===== config.mk =====
export PLATFORM = sky130hd
export DESIGN_NAME = eeprom_status_register
export DESIGN_NICKNAME = d
export VERILOG_FILES = /design/src/hw/eeprom_status_pkg.sv /design/src/hw/eeprom_status_register.sv
export VERILOG_INCLUDE_DIRS = /design/src /design/src/hw
export SDC_FILE = /design/constraint.sdc
export NUM_CORES = 1
export LEC_CHECK = 0
export ABC_AREA = 1
export ABC_CLOCK_PERIOD_IN_PS = 3100
export BUFFER_PORTS_ARGS = -buffer_cell sky130_fd_sc_hd__buf_4
export CORE_UTILIZATION = 30
export DETAILED_ROUTE_END_ITERATION = 10
export MAX_ROUTING_LAYER = met4
export PLACE_DENSITY_LB_ADDON = 0.08
export RECOVER_POWER = 100
export SETUP_SLACK_MARGIN = 0.02
export SLEW_MARGIN = 20
export SYNTH_ARGS = -nofsm -noshare
export SYNTH_HDL_FRONTEND = slang
export SYNTH_SLANG_ARGS = --single-unit

===== constraint.sdc =====
create_clock -name clk -period 3.1 [get_ports clk]
set_input_delay 0.62 -clock clk [delete_from_list [all_inputs] [get_ports clk]]
set_output_delay 0.62 -clock clk [all_outputs]
set_load 0.01 [all_outputs]

===== src/hw/eeprom_status_regs.svh =====
// bit positions, reset values and timing figures of the status register pair
`ifndef EEPROM_STATUS_REGS_SVH
`define EEPROM_STATUS_REGS_SVH

// low status byte
`define LOW_PIN_PROTECT_BIT   7
`define LOW_BLOCK_HI_BIT      3
`define LOW_BLOCK_LO_BIT      2
`define LOW_WEL_BIT           1
`define LOW_BUSY_BIT          0

// high status byte
`define HIGH_MODE_BIT         7
`define HIGH_ECC_BIT          6
`define HIGH_FROZEN_BIT       5
`define HIGH_PREL_BIT         4
`define HIGH_BOUNDARY_BIT     3
`define HIGH_BUSY_BIT         0

// power-on values of the nonvolatile bits
`define RST_PIN_PROTECT       1'b0
`define RST_BLOCK_LEVEL       2'h0
`define RST_MODE_SELECT       1'b1
`define RST_FROZEN            1'b0
`define RST_BOUNDARY          1'b0

// self-timed write cycle
`define WRITE_CYCLE_NS        5000000
`define CLK_PERIOD_NS         50
`define WRITE_CYCLES          (`WRITE_CYCLE_NS / `CLK_PERIOD_NS)
`define TIMER_W               17

`endif


===== src/hw/eeprom_status_pkg.sv =====
// types of the status register bank
`include "eeprom_status_regs.svh"

package eeprom_status_pkg;

   typedef enum logic [1:0] {
      OP_STATUS   = 2'b00,
      OP_FREEZE   = 2'b01,
      OP_BOUNDARY = 2'b10,
      OP_ARRAY    = 2'b11
   } nv_op_t;

   typedef struct packed {
      logic                  cs_s1;
      logic                  cs_s2;
      logic                  wp_s1;
      logic                  wp_s2;
      logic                  frame_wp_low;
      logic                  pin_protect_enable;
      logic [1:0]            block_protect_level;
      logic                  protection_mode_select;
      logic                  config_frozen_flag;
      logic                  boundary_locked;
      logic                  write_enable_latch;
      logic                  partition_release;
      logic                  ecc_used_flag;
      logic                  busy;
      nv_op_t                op;
      logic                  pend_pin_protect;
      logic [1:0]            pend_block_level;
      logic                  pend_mode;
      logic [`TIMER_W-1:0]   timer;
   } state_t;

endpackage


===== src/hw/eeprom_status_register.sv =====
// status register bank of a serial eeprom with hardware write protection
`timescale 1ns/1ns
`include "eeprom_status_regs.svh"

// Notes on behaviour
// - status is two bytes: six nonvolatile bits plus four volatile latches.
// - bits are read or changed only through dedicated serial instruction strobes.
// - low byte bit 7 enables the write-protect pin; clear means pin ignored.
// - low bits 6..4 and high bits 2..1 always read zero.
// - low bits 3..2 pick protection: none, upper quarter, upper half, all.
// - low bit 1 reads one after write enable, zero otherwise.
// - low bit 0 reads one during a self-timed write cycle.
// - hardware protection only when pin low and pin-protect enable set.
// - the protection mode bit, high byte bit 7, decides what is blocked.
// - mode bit zero selects legacy blocks, one selects partition protection.
// - high bit 5 freezes configuration, defaults zero, once set clears only on reset.
// - high bit 6 reads one only if the last read needed error correction.
// - ready/busy is mirrored at bit 0 of both bytes.
module eeprom_status_register #(
   parameter int unsigned WRITE_CYCLES = `WRITE_CYCLES
) (
   input  wire logic       clk,
   input  wire logic       reset,
   input  wire logic       wp_n_pin,
   input  wire logic       cs_n_pin,
   input  wire logic       write_enable_cmd,
   input  wire logic       write_disable_cmd,
   input  wire logic       status_write_cmd,
   input  wire logic [7:0] status_write_low,
   input  wire logic [7:0] status_write_high,
   input  wire logic       freeze_cmd,
   input  wire logic       partition_release_cmd,
   input  wire logic       boundary_protect_cmd,
   input  wire logic       array_write_cmd,
   input  wire logic       read_done,
   input  wire logic       read_ecc_used,
   input  wire logic       soft_reset_cmd,
   output logic [7:0]      status_low_byte,
   output logic [7:0]      status_high_byte,
   output logic            hw_protected,
   output logic [1:0]      array_protect_level,
   output logic            enhanced_mode,
   output logic            boundary_locked
);

   localparam eeprom_status_pkg::state_t RESET_STATE = '{
      cs_s1: 1'b1, cs_s2: 1'b1, wp_s1: 1'b1, wp_s2: 1'b1, frame_wp_low: 1'b0,
      pin_protect_enable: `RST_PIN_PROTECT, block_protect_level: `RST_BLOCK_LEVEL,
      protection_mode_select: `RST_MODE_SELECT, config_frozen_flag: `RST_FROZEN,
      boundary_locked: `RST_BOUNDARY, write_enable_latch: 1'b0,
      partition_release: 1'b0, ecc_used_flag: 1'b0, busy: 1'b0,
      op: eeprom_status_pkg::OP_STATUS, pend_pin_protect: 1'b0,
      pend_block_level: 2'h0, pend_mode: 1'b0, timer: '0};

   eeprom_status_pkg::state_t state_q;
   eeprom_status_pkg::state_t state_d;

   logic wp_low;
   logic ready;
   logic write_enable_cmd_ok;
   logic wrdi_ok;
   logic wrsr_ok;
   logic frz_ok;
   logic prel_ok;
   logic ppab_ok;
   logic arr_ok;
   logic start_ok;

   // ----------------------------------------------------------------------
   // protection and command acceptance
   // ----------------------------------------------------------------------
   assign wp_low       = !state_q.wp_s2;
   assign ready        = !state_q.busy;
   // the pin must stay low for the whole select time to protect
   assign hw_protected = state_q.pin_protect_enable & state_q.frame_wp_low & wp_low;

   // every change arrives as an instruction strobe from the serial decoder
   assign write_enable_cmd_ok = write_enable_cmd & ready;
   assign wrdi_ok = write_disable_cmd & ready;
   assign wrsr_ok = status_write_cmd & ready & state_q.write_enable_latch & !hw_protected;
   assign frz_ok  = freeze_cmd & ready & state_q.write_enable_latch & state_q.partition_release
                    & !hw_protected & !state_q.config_frozen_flag;
   assign prel_ok = partition_release_cmd & ready & state_q.write_enable_latch;
   assign ppab_ok = boundary_protect_cmd & ready & state_q.write_enable_latch
                    & state_q.partition_release & !hw_protected;
   assign arr_ok  = array_write_cmd & ready & state_q.write_enable_latch;
   assign start_ok = wrsr_ok | frz_ok | ppab_ok | arr_ok;

   // ----------------------------------------------------------------------
   // next state
   // ----------------------------------------------------------------------
   always_comb begin
      state_d = state_q;
      state_d.cs_s1 = cs_n_pin;
      state_d.cs_s2 = state_q.cs_s1;
      state_d.wp_s1 = wp_n_pin;
      state_d.wp_s2 = state_q.wp_s1;
      state_d.frame_wp_low = state_q.cs_s2 ? wp_low : (state_q.frame_wp_low & wp_low);

      // write enable wins when both strobes arrive together
      if (wrdi_ok) begin
         state_d.write_enable_latch = 1'b0;
      end
      if (write_enable_cmd_ok) begin
         state_d.write_enable_latch = 1'b1;
      end
      if (prel_ok) begin
         state_d.partition_release = 1'b1;
      end

      // nonvolatile bits change only when the write cycle completes
      if (start_ok) begin
         state_d.busy  = 1'b1;
         state_d.timer = `TIMER_W'(WRITE_CYCLES - 1);
         if (wrsr_ok) begin
            state_d.op = eeprom_status_pkg::OP_STATUS;
         end else if (frz_ok) begin
            state_d.op = eeprom_status_pkg::OP_FREEZE;
         end else if (ppab_ok) begin
            state_d.op = eeprom_status_pkg::OP_BOUNDARY;
         end else begin
            state_d.op = eeprom_status_pkg::OP_ARRAY;
         end
         // only the enable and block bits are taken from the low byte
         state_d.pend_pin_protect = status_write_low[`LOW_PIN_PROTECT_BIT];
         state_d.pend_block_level = status_write_low[`LOW_BLOCK_HI_BIT:`LOW_BLOCK_LO_BIT];
         state_d.pend_mode        = state_q.config_frozen_flag ? state_q.protection_mode_select
                                    : status_write_high[`HIGH_MODE_BIT];
      end else if (state_q.busy) begin
         if (state_q.timer == '0) begin
            unique case (state_q.op)
               eeprom_status_pkg::OP_STATUS: begin
                  state_d.pin_protect_enable     = state_q.pend_pin_protect;
                  state_d.block_protect_level    = state_q.pend_block_level;
                  state_d.protection_mode_select = state_q.pend_mode;
               end
               eeprom_status_pkg::OP_FREEZE: begin
                  state_d.config_frozen_flag = 1'b1;
                  state_d.partition_release  = 1'b0;
               end
               eeprom_status_pkg::OP_BOUNDARY: begin
                  state_d.boundary_locked   = 1'b1;
                  state_d.partition_release = 1'b0;
               end
               eeprom_status_pkg::OP_ARRAY: begin
                  state_d.busy = 1'b0;
               end
            endcase
            state_d.busy = 1'b0;
            state_d.write_enable_latch = 1'b0;
         end else begin
            state_d.timer = state_q.timer - `TIMER_W'(1);
         end
      end

      if (read_done & ready) begin
         state_d.ecc_used_flag = read_ecc_used;
      end
      // soft reset wins over a read that ends in the same cycle
      if (soft_reset_cmd & ready) begin
         state_d.write_enable_latch = 1'b0;
         state_d.partition_release  = 1'b0;
         state_d.ecc_used_flag      = 1'b0;
      end
   end

   always_ff @(posedge clk) begin
      if (reset) begin
         state_q <= RESET_STATE;
      end else begin
         state_q <= state_d;
      end
   end

   // ----------------------------------------------------------------------
   // read-back and protection outputs
   // ----------------------------------------------------------------------
   // six nonvolatile bits and four volatile latches across two bytes
   assign status_low_byte = {state_q.pin_protect_enable, 3'h0,
                             state_q.block_protect_level,
                             state_q.write_enable_latch, state_q.busy};
   assign status_high_byte = {state_q.protection_mode_select, state_q.ecc_used_flag,
                              state_q.config_frozen_flag, state_q.partition_release,
                              state_q.boundary_locked, 2'h0, state_q.busy};

   // block levels act only in legacy mode
   assign array_protect_level = state_q.protection_mode_select ? 2'h0
                                : state_q.block_protect_level;
   assign enhanced_mode       = state_q.protection_mode_select;
   assign boundary_locked     = state_q.boundary_locked;
endmodule // eeprom_status_register


### Word level (Yosys, flattened, before mapping)

Cells that the tools add are included.
W data, S select, Z words.

| operators by class | value |
|---|---|
| reduce and logical (&&, ||, !) cells | 15 |
| $add $sub $neg | 1 |
| bitwise gates (word level) | 28 |
| mux-type cells | 19 |
| equality and inequality tests | 3 |

Operators by type and width:

| kind | count |
|---|---|
| $mux W17 | 3 |
| $and A1 B1 Y1 | 23 |
| $logic_not A17 Y1 | 1 |
| $sub A17 B1 Y17 const B | 1 |
| $mux W2 | 6 |
| $reduce_and A4 Y1 | 3 |
| $mux W1 | 10 |
| $reduce_or A2 Y1 | 3 |
| $logic_not A1 Y1 | 4 |
| $reduce_and A2 Y1 | 2 |
| $or A1 B1 Y1 | 3 |
| $eq A2 B1 Y1 const B | 1 |
| $eq A2 B2 Y1 const B | 1 |
| $logic_not A2 Y1 | 1 |
| $ne A2 B2 Y1 const B | 1 |
| $not A1 Y1 | 2 |
| $reduce_bool A2 Y1 | 1 |

| word-level totals | value |
|---|---|
| output and inout bits | 21 |
| input port bits | 30 |
| logic and storage cells | 86 |
| bits in registers | 38 |

### Longest topological paths before layout

| depth | value |
|---|---|
| depth in word-level cells | 11 |
| depth in mapped cells | 11 |

### Worst setup path before layout

Ideal clock, no wire load.

| timing | value |
|---|---|
| kind | input -> register |
| start point | input freeze_cmd |
| end point | register state_q[7] (netlist bit) |
| arrival | 1.352 ns |
| data required time | 2.990 ns |
| slack | 1.638 ns |
| stages | 9 |
| buffers on the path | 1 |
| library setup time | 0.110 ns |
| path through | nand3_1 -> nand2_1 -> nand2_1 -> nand2_2 -> nor2_8 -> buf_6 -> nand3_1 -> nand2_1 -> inv_1 |

| on the way | value |
|---|---|
| word-level cells in the longest chain between the ends | 10 |
| elaborated cells between the ends (all ways) | 12 |
| those cells by class | eq/ne (1); mux (1); bitwise (8); reduce/logical (2) |

RTL lines:

| item | line | source |
|---|---|---|
| start, declared | eeprom_status_register.sv:31 | `input wire logic freeze_cmd,` |
| $and A1 B1 Y1 (*) (3 in series) | eeprom_status_register.sv:81 | `assign frz_ok = freeze_cmd & ready & state_q.write_enable_latch & state_q.partition_release` |
| $and A1 B1 Y1 (*) (2 in series) | eeprom_status_register.sv:82 | `& !hw_protected & !state_q.config_frozen_flag;` |
| $or A1 B1 Y1 (*) (3 in series) | eeprom_status_register.sv:87 | `assign start_ok = wrsr_ok \| frz_ok \| ppab_ok \| arr_ok;` |
| $ne A2 B2 Y1 (no source line) / $reduce_bool A2 Y1 (equally long branches) | - |  |
| $reduce_and A2 Y1 (no source line) | - |  |
| end signal, assigned | eeprom_status_register.sv:171 | `state_q <= state_d;` |
| end, declared | eeprom_status_register.sv:55 | `eeprom_status_pkg::state_t state_q;` |

Every way passes the cells marked *; elsewhere a longest branch is shown, timed or not.
A chain may end at the register's enable or synchronous reset.

### Worst setup path in the final report

| timing | value |
|---|---|
| start point | register state_q, in the netlist status_high_byte[0] |
| end point | register state_q[6] (netlist bit) |

| on the way | value |
|---|---|
| word-level cells in the longest chain between the ends | 10 |
| elaborated cells between the ends (all ways) | 20 |
| those cells by class | bitwise (17); reduce/logical (3) |

RTL lines:

| item | line | source |
|---|---|---|
| $logic_not A1 Y1 | eeprom_status_register.sv:73 | `assign ready = !state_q.busy;` |
| $and A1 B1 Y1 (3 in series) | eeprom_status_register.sv:81 |  |
| $and A1 B1 Y1 (2 in series) | eeprom_status_register.sv:82 |  |
| $or A1 B1 Y1 (3 in series) | eeprom_status_register.sv:87 |  |
| $reduce_or A2 Y1 (no source line) | - |  |

Parallel ways exist; a longest one is shown, timed or not.

==> impl_results.md <==
- Status: completed
- Filler Cell Count: a little under 800
- Clk network pwr share: 0.293
- Synth cell types: 29
- Clk root buf: clkbuf_8
- Diodes inserted: 0
- Hold Buf Count CTS: 0
- Final Hold Fails: 0
- Final hold slack: around 0.41 ns
- Num CTS Buffers: 5
- CP max stage cell: clkbuf_1
- Post-Place Worst Slack: 1.117 ns
- Starting Density: 0.3089
- DR vias/cell: 4.352
- Critical path cell sequence: clkbuf_1 > nor2_1 > clkinv_1 > nor2_1 > nand2_1 > nand2_1 > nor2_8 > inv_4 > nor2_4 > inv_2 > a21oi_1
- Internal: roughly 960 uW
- Share of cells above drive strength 1: 0.1166
- NumNets Final: 360
- Post-Syn Instances: around 300
- WP depth: 11
- CP Buf/Inv Count: 4
- RSZ-0062 raised after global routing: false
- Worst-path clk slew: roughly 0.070 ns
- Row cnt: 30
- DPL Wire Length: around 3200 um
- Setup crit end kind: flip-flop
- Setup_tns: 0 ns
- Post-CTS resize count: 0
- Initial DRC Count: 64
- PD cells: 640.8 mW/mm2
- Multi-input logic area: slightly below 0.001 mm2
- R2R Path End: state_q[6]
- I/O pin count: 51
- Placer congestion estimate: roughly 0.8
- All-Layer GR Usage: 0.1381
- Wirelength per Cell: 11.17 um
- Post-Route WL: about 4500 um
- Max IR drop VDD: 199.7 uV
- CTS max path bufs: 2
- Clk Latency, worst-skew pair: between 0.2 and 0.3 ns
- H-tree levels: 2
- Crit path launch: status_high_byte[0]
- Final worst slack: 0.8129 ns
- Avg Inst Size Synth: roughly 6.9 um2
- Crit start category: flip-flop
- Sequential share of power: 0.383
- Fmax: 0.4372 GHz
- Via count: between 1500 and 2000
- Worst Skew: 0.004847 ns
- Synthesis Warnings: 0
- DRT Pass-1 Iters: 4
- Initial antenna violation count: 0
- Die area: roughly 0.0073 mm2
- R2R Setup Slk: between 0.8 and 0.9 ns
- Die Ht: between 80 and 90 um
- Die W: between 80 and 90 um
- Tmin final: ~2.3 ns
- IO buf count: 33
- Switching Share: 0.3534
- ANT nets after route: 0
- Leakage: around 1.1 nW
- GRT Residual Overflow: 0
- HP Class: reg -> reg
- Sw power: approximately 530 uW
- Vias in the first global route: 1577
- Max-Cap Viols: 0
- Sink Count: 38
- Layout area overhead: 11.15%
- DRC: 0
- Worst slew pin tran: 0.8554 ns
- Endpoints failing setup: 0
- Final worst path period share: 0.7378
- FF+latch area: between 700 and 800 um2
- CTS tree: yes
- Slew Limit Fails: 0
- Core area: between 0.006 and 0.007 mm2
- CP required: 3.32 ns
- CP Class: reg -> reg
- Wire length of the first global-routing pass: ~7600 um
- Logic pwr share: 0.323
- Max_slew headroom: 0.4297
- Largest delay contributor family on the critical path: buffers and inverters
- Register area share after synthesis: 0.3645
- Reg-to-Reg Start: status_high_byte[0]
- Worst EP arrival: between 2 and 3 ns
- Worst setup path endpoint: state_q[6]
- Crit-path max cell delay: between 0.6 and 0.7 ns
- Worst-path fanout max: 18
- Post-CTS setup buffers: 0
- #FFs+latches synth: 38
- Mapped cell area: about 0.0021 mm2
- R2r worst-path depth: 11
- Pin count of the biggest net entering global routing: 19
cell type report:
class                           instances  share of cell area
Multi-Input combinational cell        199              0.4191
Tap cell                               80             0.04315
Inverter                               48             0.07875
Clock buffer                            6             0.03560
Sequential cell                        38              0.3279
Timing Repair Buffer                   34             0.08252
Clock inverter                          1             0.01295
sequential cells by signal, summed over array words and instances (netlist names):
name / count
boundary_locked: 1
state_d: 2
status_high_byte: 4
state_q: 26
status_low_byte: 4
enhanced_mode: 1
kinds of logic after synthesis:
kind of cell / share of synthesized area
AOI/OAI and AO/OA: 0.08514
DFF: 0.3645
other: 0.001797
xor gates and xnor gates: 0.03357
buffers and inverters: 0.1637
adders and majority gates: 0.02398
and+or+nand+nor: 0.3273
cells in the mapped netlist:
cell,count,area (um2)
a21o_1,1,7.510
a21oi_1,12,60.06
a21oi_2,5,43.79
a31oi_1,1,6.260
buf_2,1,5.000
buf_4,16,120.1
buf_6,2,22.52
clkbuf_1,3,11.26
conb_1,1,3.750
dfxtp_1,38,760.7
ha_1,4,50.05
inv_1,45,168.9
inv_2,2,7.510
inv_4,1,6.260
nand2_1,63,236.5
nand2_2,3,18.77
nand3_1,22,110.1
nand3_2,1,10.01
nand3_4,1,17.52
nand4_1,4,25.02
nor2_1,44,165.2
nor2_2,2,12.51
nor2_4,2,22.52
nor2_8,1,20.02
nor3_1,4,20.02
o21ai_0,6,30.03
o21ai_1,6,30.03
or2_2,4,25.02
xor2_1,8,70.07
worst min path at each step:
stage,from,to,slack [ns],cells past startpoint
6_report,state_d[34],state_q[34],0.41,1
5_1_grt,state_d[36],state_q[36],0.43,1
4_1_cts,state_d[34],state_q[34],0.41,1
3_5_place_dp,state_d[34],state_q[34],0.39,1
3_3_place_gp,state_d[34],state_q[34],0.39,1
2_1_floorplan,state_d[34],state_q[34],0.39,1
through the flow:
stage,cells,area (um2),utilization,power [mW]
4_1_cts,406,2411,0.3569,1.542
3_5_place_dp,399,2298,0.3402,1.095
2_1_floorplan,307,2102,-,0.9941
3_3_place_gp,399,2298,0.3402,1.095
6_report,406,2320,0.3433,1.486
5_1_grt,406,2320,0.3433,1.612
layout by cell type (no fill, tap or decap), drive strengths merged:
master	instances
a21oi	17
buf	17
nor2	49
a21o	1
nand3	24
bufinv	1
inv	47
a31oi	1
dfxtp	38
nor3	4
conb	5
nand2	66
o21ai	12
xor2	8
or2	4
clkinv	1
nand4	4
ha	4
clkbuf	23
power by group through the flow:
stage	sequential (mW)	clock, mW	combinational (mW)
CTS	0.571	0.456	0.515
floorplan	0.576	0	0.418
global route	0.578	0.475	0.560
detailed placement	0.582	0	0.513
global placement	0.583	0	0.513
finish	0.570	0.436	0.480
routing by layer:
| layer | GRT usage | vias up | wire length [um] |
|---|---|---|---|
| li1 | - | 953 | - |
| met1 | 0.1674 | 777 | 2216 |
| met2 | 0.2262 | 31 | 2080 |
| met3 | 0.03210 | 6 | 174 |
| met4 | 0.04545 | 0 | 62 |
| met5 | - | - | 0 |
No activity file was read; power rests on OpenSTA's default activity.
